## config.mk

```make
export PLATFORM = sky130hd
export DESIGN_NAME = pidc_ctrl
export DESIGN_NICKNAME = d
export VERILOG_FILES = /design/src/logic/pidc_pkg.sv /design/src/logic/pidc_ctrl.sv
export SDC_FILE = /design/constraint.sdc
export NUM_CORES = 1
export LEC_CHECK = 0
export BUFFER_PORTS_ARGS = -buffer_cell sky130_fd_sc_hd__buf_4
export CORE_UTILIZATION = 49
export DETAILED_ROUTE_END_ITERATION = 16
export PLACE_DENSITY = 0.76
export SLEW_MARGIN = 5
export SYNTH_ARGS = -nofsm -noshare
export SYNTH_HDL_FRONTEND = slang
export SYNTH_SLANG_ARGS = --single-unit
```

## constraint.sdc

```tcl
create_clock -name clk -period 3.4 [get_ports clk]
set_clock_uncertainty 0.1 [all_clocks]
set_input_delay 0.68 -clock clk [delete_from_list [all_inputs] [get_ports clk]]
set_output_delay 0.68 -clock clk [all_outputs]
set_load 0.02 [all_outputs]
```

## src/logic/pidc_pkg.sv

```systemverilog
/*
 * pidc_pkg: constants, register map, mode and state types for the page
 * interleave dram controller.
 * assumes: one 125 MHz clock; register offsets are port indexes.
 */
package pidc_pkg;
    // register indexes; not all multiples of four, so byte address is four times index
    localparam logic [7:0] IDX_CFG_ONE   = 8'h12;
    localparam logic [7:0] IDX_CFG_TWO   = 8'h13;
    localparam logic [7:0] IDX_SYS_PORT  = 8'h92;
    localparam logic [9:0] ADDR_CFG_ONE  = {IDX_CFG_ONE, 2'b00};
    localparam logic [9:0] ADDR_CFG_TWO  = {IDX_CFG_TWO, 2'b00};
    localparam logic [9:0] ADDR_SYS_PORT = {IDX_SYS_PORT, 2'b00};
    localparam logic [7:0] CFG_RESET     = 8'h00;
    localparam logic [7:0] SYS_RESET     = 8'h00;
    // field positions
    localparam int CFG1_INTLV_BIT = 0;
    localparam int CFG1_RSVD_BIT  = 1;
    localparam int CFG2_PROG_BIT  = 0;
    localparam int SYS_FRST_BIT   = 0;
    localparam int CFG1_WAYS_BIT  = 2;   // never read; the bank count comes from the size code
    localparam int CFG1_HITW_LO   = 4;   // programmed page-hit waits
    localparam int CFG1_MISSW_LO  = 6;   // programmed page-miss waits
    // timing
    localparam int CLK_MHZ          = 125;
    localparam int RAS_PRECHARGE_2X = 3;     // double-rate clocks with ras high on miss
    localparam int RAS_TO_TICKS     = 8;     // ras time-out in 7 MHz ticks
    localparam logic [3:0] RAS_TO_MAX = 4'(RAS_TO_TICKS - 1);
    localparam logic [1:0] PRE_MAX    = 2'(RAS_PRECHARGE_2X - 1);
    localparam logic [23:0] ONE_MEG   = 24'h100000;
    localparam int PAGE_SHIFT_256K  = 11;    // 2KB page
    localparam int PAGE_SHIFT_1M    = 12;    // 4KB page
    localparam logic [3:0] SIZE_1M_MASK = 4'h4;  // size code bit marking 1M parts

    typedef enum logic [1:0] {PIDC_LEGACY, PIDC_PAGE, PIDC_INTLV} pidc_mode_t;
    typedef enum logic [2:0] {PIDC_IDLE, PIDC_PRECH, PIDC_WAIT, PIDC_NA, PIDC_RDY,
                              PIDC_REFR} pidc_st_t;

    // cpu request group
    typedef struct packed {
        logic        ads_n;
        logic        mio;
        logic        wr;
        logic [23:0] addr;
        logic        bhe_n;
    } pidc_cpu_t;

    // dram strobe group
    typedef struct packed {
        logic [3:0] ras_n;
        logic [7:0] cas_n;   // bank*2 + byte; index 0 is legacy single cas
        logic [9:0] ma;
    } pidc_dram_t;

    typedef struct packed {
        logic [7:0] cfg_one;
        logic [7:0] cfg_two;
        logic [7:0] sys_port;
        logic [7:0] rdata;
        pidc_mode_t mode;
        pidc_st_t   st;
        logic [1:0] phase;
        logic [1:0] cnt;
        logic [3:0] ras_to;
        logic       ras_exp;
        logic       clk7_q;
        logic       open;
        logic [1:0] open_bank;
        logic [12:0] open_row;
        logic       wr;
        logic       in_low_meg;
        logic [1:0] bank;
        logic       bhe_n;
        logic       a0;
        logic [9:0] col;
        logic       busy;
        pidc_dram_t dram;
    } pidc_state_t;
endpackage

```

## src/logic/pidc_ctrl.sv

```systemverilog
/*
 * pidc_ctrl: page / page-interleave dram controller core with mode
 * registers, gated address bit 20, fast reset and pipelining handshake.
 * assumes: cpu inputs synchronous to clk; clk is the double-rate clock;
 * the processor phase clock and 7 MHz clock arrive as sampled inputs.
 */
// Strobed register access was decided locally.
// What this block does
// RQ1: powers up legacy until config two bit 0 written high
// RQ2: legacy page hits take zero waits
// RQ3: legacy size and banks from four straps
// RQ4: legacy miss waits from two straps
// RQ5: software writes only config two and the system port in legacy
// RQ6: cfg1 low bits 00 plus cfg2 bit0 page
// RQ7: cfg1 low bits 01 plus cfg2 bit0 interleave
// RQ8: programmable modes: straps are data, shadow ignored
// RQ9: interleave: local address pins become bank cas
// RQ10: programmable modes drive address buffer enable low
// RQ11: gated bit 20 low unless gate high
// RQ12: state machine on double-rate clock, phase input
// RQ13: ras time-out counted on 7 MHz clock
// RQ14: data direction low read, high write
// RQ15: ready one clock after next-address request
// RQ16: port bit zero drives fast reset low
// RQ17: low-megabyte select for accesses below 1M
// RQ18: local decode low during on-board transfers
// RQ19: single column strobe in non-interleaved modes
// RQ20: four row strobes, one per bank
// RQ21: byte high enable steers interleaved cas
// RQ22: hold acknowledge floats slot-side addresses outside interleave mode
// RQ23: next-address request for pipelining
// RQ24: page miss: ras high three clocks
// RQ25: page is 2KB or 4KB by part
// RQ26: refresh: all ras low, cas high
// RQ27: config writes take effect next cycle; the mode follows the cycle after next
`timescale 1ns/100ps
module pidc_ctrl (
    input  wire logic              clk,
    input  wire logic              rst_b,
    input  wire logic [9:0]        reg_addr,
    input  wire logic [7:0]        reg_wdata,
    input  wire logic              reg_wr,
    input  wire logic              reg_rd,
    output logic      [7:0]        reg_rdata,
    input  wire pidc_pkg::pidc_cpu_t cpu,
    input  wire logic              processor_phase_clock,
    input  wire logic              ras_timeout_clock,
    input  wire logic              refresh_n,
    input  wire logic [9:0]        refresh_addr,
    input  wire logic              hold_acknowledge,
    input  wire logic              external_master_n,
    input  wire logic [3:0]        size_strap_or_data_low,
    input  wire logic              wait_strap_one_or_data4,
    input  wire logic              wait_strap_two_or_data5,
    input  wire logic              shadow_enable_n,
    input  wire logic              addr_bit20_gate,
    input  wire logic              processor_addr_bit20,
    output logic                   gated_local_addr_bit20,
    output logic      [5:0]        local_addr_out,
    output logic      [5:0]        local_addr_oe,
    output logic                   column_strobe_or_bank0_lo,
    output logic                   bank0_hi_column_strobe,
    output logic      [3:0]        bank_row_strobes_n,
    output logic      [9:0]        dram_address_bus,
    output logic                   addr_buffer_enable_n,
    output logic                   memory_data_direction,
    output logic                   local_ready_n,
    output logic                   next_address_request_n,
    output logic                   fast_reset_n,
    output logic                   low_megabyte_select_n,
    output logic                   local_dram_decode_n,
    output logic                   shadow_active
);
    logic                  rst_s1;
    logic                  rst_s2;
    pidc_pkg::pidc_state_t s_q;
    pidc_pkg::pidc_state_t s_d;
    logic                  prog;
    logic                  p1m;
    logic [12:0]           row_now;
    logic [1:0]            bank_now;
    logic                  hit;
    logic                  hitw_zero;
    logic [1:0]            miss_waits;
    logic [1:0]            hit_waits;
    logic [3:0]            size_code;
    logic                  decode;

    // reset release through two flops; async assert only takes constants
    always_ff @(posedge clk or negedge rst_b) begin
        if (!rst_b) begin
            rst_s1 <= 1'b0;
            rst_s2 <= 1'b0;
        end else begin
            rst_s1 <= 1'b1;
            rst_s2 <= rst_s1;
        end
    end

    // mode-dependent decode helpers
    always_comb begin
        prog       = (s_q.mode != pidc_pkg::PIDC_LEGACY);
        // size code: straps in legacy, register bits once programmable [RQ3] [RQ8]
        size_code  = prog ? s_q.cfg_two[7:4] : size_strap_or_data_low;
        p1m        = |(size_code & pidc_pkg::SIZE_1M_MASK);
        // page size follows dram depth [RQ25]
        row_now    = p1m ? {1'b0, cpu.addr[23:pidc_pkg::PAGE_SHIFT_1M]}
                         : cpu.addr[23:pidc_pkg::PAGE_SHIFT_256K];
        bank_now   = size_code[1:0] & cpu.addr[21:20];
        hit        = s_q.open && !s_q.ras_exp && (row_now == s_q.open_row)
                     && (bank_now == s_q.open_bank);
        // miss waits from straps in legacy, register otherwise [RQ4]
        miss_waits = prog ? s_q.cfg_one[pidc_pkg::CFG1_MISSW_LO +: 2]
                          : {~wait_strap_two_or_data5, ~wait_strap_one_or_data4};
        // legacy hits never wait [RQ2]
        hit_waits  = prog ? s_q.cfg_one[pidc_pkg::CFG1_HITW_LO +: 2] : 2'b00;
        hitw_zero  = (hit_waits == 2'b00);
        decode     = !cpu.ads_n && cpu.mio && (s_q.st == pidc_pkg::PIDC_IDLE);
    end

    // next-state: registers, ras time-out, cycle sequencer
    always_comb begin
        s_d        = s_q;
        s_d.rdata  = 8'h00;
        s_d.clk7_q = ras_timeout_clock;
        // register port; offsets other than the three read zero
        if (reg_wr) begin
            // config written now, mode applied from the cycle after next [RQ27]
            if (reg_addr == pidc_pkg::ADDR_CFG_ONE && prog) begin
                s_d.cfg_one = reg_wdata;
            end
            // of the config registers, only config two is honoured while legacy [RQ5]
            if (reg_addr == pidc_pkg::ADDR_CFG_TWO) begin
                s_d.cfg_two = reg_wdata;
            end
            if (reg_addr == pidc_pkg::ADDR_SYS_PORT) begin
                s_d.sys_port = reg_wdata;
            end
        end
        if (reg_rd) begin
            case (reg_addr)
                pidc_pkg::ADDR_CFG_ONE:  s_d.rdata = s_q.cfg_one;
                pidc_pkg::ADDR_CFG_TWO:  s_d.rdata = s_q.cfg_two;
                pidc_pkg::ADDR_SYS_PORT: s_d.rdata = s_q.sys_port;
                default:                 s_d.rdata = 8'h00;
            endcase
        end
        // mode select from both config registers [RQ1] [RQ6] [RQ7]
        if (!s_q.cfg_two[pidc_pkg::CFG2_PROG_BIT]) begin
            s_d.mode = pidc_pkg::PIDC_LEGACY;
        end else if (!s_q.cfg_one[pidc_pkg::CFG1_RSVD_BIT]
                     && s_q.cfg_one[pidc_pkg::CFG1_INTLV_BIT]) begin
            s_d.mode = pidc_pkg::PIDC_INTLV;
        end else begin
            s_d.mode = pidc_pkg::PIDC_PAGE;
        end
        // ras time-out: count rising edges of the 7 MHz input [RQ13]
        if (ras_timeout_clock && !s_q.clk7_q && s_q.open) begin
            if (s_q.ras_to == pidc_pkg::RAS_TO_MAX) begin
                s_d.ras_exp = 1'b1;
            end else begin
                s_d.ras_to = 4'(s_q.ras_to + 4'h1);
            end
        end
        // processor phase sampled each double-rate clock [RQ12]
        s_d.phase = {s_q.phase[0], processor_phase_clock};
        s_d.dram.cas_n = 8'hFF;
        case (s_q.st)
            pidc_pkg::PIDC_IDLE: begin
                s_d.busy = 1'b0;
                if (!refresh_n) begin
                    s_d.st = pidc_pkg::PIDC_REFR;
                end else if (decode) begin
                    s_d.busy       = 1'b1;
                    s_d.wr         = cpu.wr;
                    s_d.in_low_meg = (cpu.addr < pidc_pkg::ONE_MEG);
                    s_d.bank       = bank_now;
                    s_d.bhe_n      = cpu.bhe_n;
                    s_d.a0         = cpu.addr[0];
                    s_d.col        = cpu.addr[10:1];
                    s_d.dram.ma    = row_now[9:0];
                    if (hit) begin
                        s_d.cnt = hit_waits;
                        s_d.st  = hitw_zero ? pidc_pkg::PIDC_NA : pidc_pkg::PIDC_WAIT;
                    end else begin
                        // close the row and precharge before the new one [RQ24]
                        s_d.dram.ras_n = 4'hF;
                        s_d.open       = 1'b0;
                        s_d.cnt        = 2'b00;
                        s_d.st         = pidc_pkg::PIDC_PRECH;
                    end
                end
            end
            pidc_pkg::PIDC_PRECH: begin
                if (s_q.cnt == pidc_pkg::PRE_MAX) begin
                    // reopen and remember the row [RQ24] [RQ20]
                    s_d.dram.ras_n[s_q.bank] = 1'b0;
                    s_d.open      = 1'b1;
                    s_d.open_bank = s_q.bank;
                    s_d.open_row  = row_now;
                    s_d.ras_to    = 4'h0;
                    s_d.ras_exp   = 1'b0;
                    s_d.cnt       = miss_waits;
                    s_d.st        = pidc_pkg::PIDC_WAIT;
                end else begin
                    s_d.cnt = 2'(s_q.cnt + 2'b01);
                end
            end
            pidc_pkg::PIDC_WAIT: begin
                s_d.dram.ma = s_q.col;
                if (s_q.cnt == 2'b00) begin
                    s_d.st = pidc_pkg::PIDC_NA;
                end else begin
                    s_d.cnt = 2'(s_q.cnt - 2'b01);
                end
            end
            pidc_pkg::PIDC_NA: begin
                s_d.dram.ma = s_q.col;
                // column strobe: single line, or per bank and byte lane [RQ19] [RQ21]
                if (s_q.mode == pidc_pkg::PIDC_INTLV) begin
                    s_d.dram.cas_n[{s_q.bank, 1'b0}] = !(!s_q.a0);
                    s_d.dram.cas_n[{s_q.bank, 1'b1}] = s_q.bhe_n;
                end else begin
                    s_d.dram.cas_n[0] = 1'b0;
                end
                s_d.st = pidc_pkg::PIDC_RDY;
            end
            pidc_pkg::PIDC_RDY: begin
                s_d.st = pidc_pkg::PIDC_IDLE;
            end
            pidc_pkg::PIDC_REFR: begin
                // all rows strobed, cas held high, bus ignored [RQ26]
                s_d.dram.ras_n = 4'h0;
                s_d.dram.ma    = refresh_addr;
                s_d.open       = 1'b0;
                if (refresh_n) begin
                    s_d.dram.ras_n = 4'hF;
                    s_d.st         = pidc_pkg::PIDC_IDLE;
                end
            end
            default: begin
                s_d.st = pidc_pkg::PIDC_IDLE;
            end
        endcase
    end

    // single state register
    always_ff @(posedge clk or negedge rst_s2) begin
        if (!rst_s2) begin
            s_q           <= '0;
            s_q.cfg_one   <= pidc_pkg::CFG_RESET;
            s_q.cfg_two   <= pidc_pkg::CFG_RESET;
            s_q.sys_port  <= pidc_pkg::SYS_RESET;
            s_q.mode      <= pidc_pkg::PIDC_LEGACY;
            s_q.st        <= pidc_pkg::PIDC_IDLE;
            s_q.dram.ras_n <= 4'hF;
            s_q.dram.cas_n <= 8'hFF;
        end else begin
            s_q <= s_d;
        end
    end

    // outputs; pin roles change with mode
    always_comb begin
        reg_rdata              = s_q.rdata;
        // gate forces bit 20 low [RQ11]
        gated_local_addr_bit20 = processor_addr_bit20 & addr_bit20_gate;
        bank_row_strobes_n     = s_q.dram.ras_n;                     // [RQ20]
        dram_address_bus       = s_q.dram.ma;
        // external buffer carries upper address in programmable modes [RQ10]
        addr_buffer_enable_n   = !prog;
        if (s_q.mode == pidc_pkg::PIDC_INTLV) begin
            // shared pins are bank 1..3 cas, always driven [RQ9]
            local_addr_out = s_q.dram.cas_n[7:2];
            local_addr_oe  = 6'h3F;
        end else begin
            local_addr_out = {cpu.addr[23:21], cpu.addr[19:17]};
            // floated while another master owns the bus [RQ22]
            local_addr_oe  = (hold_acknowledge || !external_master_n) ? 6'h00 : 6'h3F;
        end
        column_strobe_or_bank0_lo = s_q.dram.cas_n[0];              // [RQ19]
        bank0_hi_column_strobe    = (s_q.mode == pidc_pkg::PIDC_INTLV)
                                    ? s_q.dram.cas_n[1] : 1'b1;
        memory_data_direction  = s_q.wr;                            // [RQ14]
        // next address first, ready one clock later [RQ23] [RQ15]
        next_address_request_n = (s_q.st != pidc_pkg::PIDC_RDY);
        local_ready_n          = !(s_q.st == pidc_pkg::PIDC_IDLE && s_q.busy);
        fast_reset_n           = !s_q.sys_port[pidc_pkg::SYS_FRST_BIT];  // [RQ16]
        low_megabyte_select_n  = !(s_q.busy && s_q.in_low_meg);      // [RQ17]
        local_dram_decode_n    = !s_q.busy;                          // [RQ18]
        // shadow input only counts in legacy [RQ8]
        shadow_active          = !prog && !shadow_enable_n;
    end
endmodule

```

* Yosys cells after proc, flatten, opt, wreduce, memory -nomap -nowiden *
Index checks and enable logic that the tools add are counted.

cells by class
  reduce and logical (&&, ||, !) cells = 44
  equal/unequal tests = 21
  add/subtract/negate cells = 3
  magnitude comparators = 7
  muxes and demuxes = 55
  bitwise operators = 8

operators by type and width
  operator                                                                         count
  10-bit case mux with 3 select lines                                              1
  5-bit two-way mux                                                                5
  24-bit by 21-bit less-than comparator with 1-bit output (second input constant)  1
  8-bit case mux with 3 select lines                                               1
  10-bit by 7-bit equality test with 1-bit output (second input constant)          2
  10-bit two-way mux                                                               2
  2-bit two-way mux                                                                10
  3-bit two-way mux                                                                6
  6-bit two-way mux                                                                3
  16-bit two-way mux                                                               1
  4-bit two-way mux                                                                4
  8-bit two-way mux                                                                2
  1-bit logical AND                                                                15
  3-bit case mux with 5 select lines                                               1
  2-bit != test (second input constant)                                            7
  13-bit equality test                                                             1
  13-bit two-way mux                                                               1
  4-bit case mux with 3 select lines                                               1
  1-bit logical NOT                                                                11
  10-bit equality test (second input constant)                                     1
  1-bit two-way mux                                                                10
  3-bit nonzero test                                                               3
  8-bit bitwise mux                                                                1
  3-bit by 4-bit less-than comparator with 1-bit output (second input constant)    2
  33 further kinds                                                                 46

word-level totals
  logic and storage cells = 163
  input bits = 74
  flip-flop bits (word level) = 102
  output and inout bits = 45

* Depth between registers and ports, before layout *
  depth in word-level cells = 10
  mapped depth = 10
  mapped depth without buffers = 8

* Worst setup path after synthesis *
No wires, ideal clock.

  path type = input to register
  from = input port size_strap_or_data_low[2]
  to = register s_q[66] (netlist bit)
  arrival = 2.393 ns
  buffers on the path = 1
  slack = 0.796 ns
  data required time = 3.189 ns
  setup time = 0.111 ns
  cell stages on the path = 8
  path through = or3b_1 > buf_6 > nand2_4 > mux2i_1 > nand4_1 > nor4_4 > nand3_1 > a2111oi_2

between the ends
  cells in the longest elaborated chain, start to end = 9

RTL lines
  element                             RTL line          text
  start, declared                     pidc_ctrl.sv:52   input wire logic [3:0] size_strap_or_data_low,
  3-bit two-way mux                   pidc_ctrl.sv:104  size_code = prog ? s_q.cfg_two[7:4] : size_strap_or_data_low;
  13-bit two-way mux                  pidc_ctrl.sv:107  row_now = p1m ? {1'b0, cpu.addr[23:pidc_pkg::PAGE_SHIFT_1M]}
  13-bit equality test                pidc_ctrl.sv:110  hit = s_q.open && !s_q.ras_exp && (row_now == s_q.open_row)
  1-bit logical AND                   pidc_ctrl.sv:110
  1-bit logical AND                   pidc_ctrl.sv:111  && (bank_now == s_q.open_bank);
  2-bit two-way mux                   pidc_ctrl.sv:182  if (hit) begin
  3-bit two-way mux                   pidc_ctrl.sv:173  end else if (decode) begin
  3-bit two-way mux                   pidc_ctrl.sv:171  if (!refresh_n) begin
  3-bit case mux with 5 select lines  pidc_ctrl.sv:168  case (s_q.st)
  end, declared                       pidc_ctrl.sv:76   pidc_pkg::pidc_state_t s_q;

Every way passes these cells. The select of a mux whose other input is x is not followed.
A chain may end at the register's enable or synchronous reset.

* Worst setup path after layout *
  from = register s_q[69] (netlist bit)
  to = register s_q[66] (netlist bit)

between the ends
  cells in the longest elaborated chain, start to end = 10
  elaborated cells on any way between the ends = 12
  classes of those cells = eq/ne (2); mux (6); bitwise (1); reduce/logical (3)

RTL lines
  element                               RTL line          text
  2-bit nonzero test *                  pidc_ctrl.sv:102  prog = (s_q.mode != pidc_pkg::PIDC_LEGACY);
  3-bit two-way mux *                   pidc_ctrl.sv:104
  13-bit two-way mux                    pidc_ctrl.sv:107
  13-bit equality test                  pidc_ctrl.sv:110
  1-bit logical AND                     pidc_ctrl.sv:110
  1-bit logical AND *                   pidc_ctrl.sv:111
  2-bit two-way mux *                   pidc_ctrl.sv:182
  3-bit two-way mux *                   pidc_ctrl.sv:173
  3-bit two-way mux *                   pidc_ctrl.sv:171
  3-bit case mux with 5 select lines *  pidc_ctrl.sv:168

Every way passes the cells marked *; elsewhere a longest branch is shown, timed or not. The select of a mux whose other input is x is not followed.

==> metrics.yaml <==
synthesis:
  yosysWarningCount: 0
  synthMuxAreaShare: 0.09641
  synth-async-reset-ratio: 1.000
  synth_top_family_by_area: "simple AND/OR/NAND/NOR gates"
  synthCells: 542
  syn_area_um2: 5438
  synthesis.nets: 620
  synthAdderAreaFrac: 0.009204
  ys_ff_latch: 102
  synth_edf_count: 0
  synth-simple-area-share: 0.1804
  synthFlopType: "dfrtp_1"
  synth-xor-area-share: 0.02255
  avgSynthCellArea_um2: 10.03
  synthDistinctLibCells: 65
  synth_compound_area_frac: 0.1503
  ys_seq_area_frac: 0.4722
sta:
  fin_hold_ws_ns: 0.2051
  fin_crit_sh: 0.8727
  hold_viol: 0
  worst_pin_slew_ns: 0.8305
  finalSetupViolations: 0
  tns_ns: 0
  fmax_ghz: 0.3370
  finalMaxSlewViolations: 0
  rsz0062_at_grt: "false"
  period_needed_ns: 2.967
  slew_headroom: 0.4452
clock_tree:
  clock_latency_ns: 0.37
  clkTransAtPathRegs_ns: 0.10
  cts_tree: "built"
  clock_sinks: 102
  post_cts_buffers: 0
  cts_root_buf: "clkbuf_8"
  cts_buffers: 9
  cts-resized-gates: 0
  hold_buffers: 1
  htree_num_levels: 3
  clock_path_buffers: 2
placement:
  dpl.hpwl_mm: 9.859
  gp_congestion: 0.9028
  dp_cells: 751
  io_buffers: 116
power:
  cellLeakagePower_nw: 3.027
  peakVddDrop_v: 0.0003751
  cellPowerDensity_nw_per_um2: 678.3
flow_run:
  drv_cap: 0
detailed_routing:
  wire_per_inst_um: 17.07
  dr.pass1.iters: 5
  drc: 0
  drtIter0Drc: 353
  drtAntennaViolNets: 0
  wl_mm: 13.11
  num_vias: 4390
  viasPerCell: 5.716
run_status:
  status: "finished, final reports clean"
floorplanning:
  die_w_um: 107.3
  io_pins: 119
  row_count: 38
  die_h_um: 107.3
  initial_core_util: 0.5016
  coreArea_um2: 10840
  die-area_um2: 11520
finish:
  final_cells: 768
  nNetsFinal: 701
  area_delta_synth_final_pct: 18.94
  final_common_cell: "buf_4"
  final_cell_mix: "125 x buf_4, 89 x dfrtp_1, 67 x nand2_1, 41 x nor2_1, 35 x a21oi_1"
  drive_above_1_share: 0.3232
  n_antenna_cell: 0
  finalCoreUtilization: 0.5966
worst_setup_path:
  path_depth: 7
  crit_slowest_cell: "or3b_1"
  crit_path_max_fanout: 10
  crit_chain: "or3b_1 -> nand2_4 -> mux2i_1 -> nand4_1 -> nor4_4 -> nand3_1 -> a2111oi_2"
  critPathCaptureType: "flip-flop"
  cpLargestDelayFamily: "simple AND/OR/NAND/NOR gates"
  max_stage_delay_ns: 0.63
  required_ns: 3.57
  setup.worst_path.start_class: "flip-flop"
  timing_worst_setup_path_type: "flip-flop to flip-flop"
  critPathArrivalTime_ns: 3.14
  r2r_cells: 7
  cp_num_buf_inv: 0
global_route:
  grt_pass1_wl_mm: 20.82
  antenna_found_initial: 0
  gr-usage-all-layers: 0.2362
  overflow: 0
  grt_max_degree: 42
  grt_pass1_vias: 4270
hold_path:
  min-delay-path-class: "flip-flop to async pin"
logic make-up (layout without fill, tap and decap cells):
kind of cell,after synthesis,in the layout
DFF,102,102
and+or+nand+nor,187,187
xor gates and xnor gates,14,14
muxes,48,48
adders and majority gates,4,4
AOI/OAI and AO/OA,119,119
other,1,1
buffers and inverters,67,153
routing by layer:
metal / up-vias / wire [µm] / track usage
li1: 2049 / - / -
met1: 2160 / 5809 / 0.3295
met2: 167 / 6313 / 0.3820
met3: 14 / 802 / 0.03390
met4: 0 / 185 / 0.07241
met5: - / 0 / 0
power breakdown:
part	total, mW	switching (mW)	leakage [nW]	internal (mW)
clock network	0.865	0.408	0.114	0.457
logic	1.66	0.915	1.65	0.748
registers	1.86	0.304	1.27	1.56
total	4.39	1.63	3.03	2.76
per-stage QoR:
step | area, µm² | setup slack [ns] | power, mW
2_1_floorplan | 5438 | 0.2692 | 3.087
3_3_place_gp | 6230 | 0.3163 | 3.443
3_5_place_dp | 6230 | 0.2656 | 3.522
4_1_cts | 6467 | 0.4562 | 4.389
5_1_grt | 6467 | 0.2743 | 4.644
6_report | 6467 | 0.4327 | 4.387
path summary, 6_finish.rpt:
| check | startpoint | to | slack (ns) |
|---|---|---|---|
| min in group clk | rst_s1 | rst_s2 | 0.26 |
| hold reg to reg | rst_s2 | s_q[88] | 0.21 |
| setup / recovery | s_q[69] | s_q[66] | 0.43 |
| setup reg to reg | s_q[69] | s_q[66] | 0.43 |
| max in group asynchronous | rst_s2 | s_q[13] | 2.11 |
| hold / removal | rst_s2 | s_q[88] | 0.21 |
cell usage after synthesis (2+ instances only):
library cell / count / area (µm²)
nor4_1: 2 / 12.51
xor2_1: 4 / 35.03
o21ai_0: 24 / 120.1
o22a_1: 10 / 87.58
and3b_1: 3 / 26.28
a21o_1: 6 / 45.04
and4_1: 3 / 26.28
clkbuf_1: 24 / 90.09
buf_6: 2 / 22.52
buf_4: 28 / 210.2
a222oi_1: 5 / 50.05
mux2_2: 32 / 360.4
ha_1: 4 / 50.05
or3_1: 2 / 12.51
nor2_1: 41 / 153.9
nand3_2: 3 / 30.03
and3_1: 4 / 25.02
nor4b_1: 2 / 17.52
mux2i_1: 15 / 150.1
dfrtp_1: 90 / 2252
inv_1: 11 / 41.29
buf_1: 2 / 7.510
o211ai_1: 3 / 22.52
nor3b_1: 3 / 22.52
a211o_1: 2 / 17.52
a21oi_1: 35 / 175.2
and2_1: 6 / 37.54
o21a_1: 4 / 30.03
a32o_1: 10 / 100.1
nand3_1: 12 / 60.06
dfstp_2: 12 / 315.3
nand2_1: 67 / 251.5
nor3_1: 7 / 35.03
o22ai_1: 6 / 37.54
nand4_1: 5 / 31.28
nand2b_1: 7 / 43.79
xnor2_1: 10 / 87.58
nor2b_1: 9 / 56.30
cell type report:
cell class | instances | area, µm²
Clock inverter | 3 | 68.82
Inverter | 11 | 41.29
Tap cell | 140 | 175.2
Fill cell | 931 | 4373
Timing Repair Buffer | 126 | 948.4
Clock buffer | 13 | 158.9
Multi-Input combinational cell | 373 | 2504
Sequential cell | 102 | 2571
flip-flops by register name, summed over array words and instances (netlist names):
| register | flops |
|---|---|
| column_strobe_or_bank0_lo | 1 |
| rst_s2 | 1 |
| rst_s1 | 1 |
| reg_rdata | 8 |
| memory_data_direction | 1 |
| dram_address_bus | 10 |
| bank_row_strobes_n | 4 |
| s_q | 76 |
(Power assumes the default switching activity.)
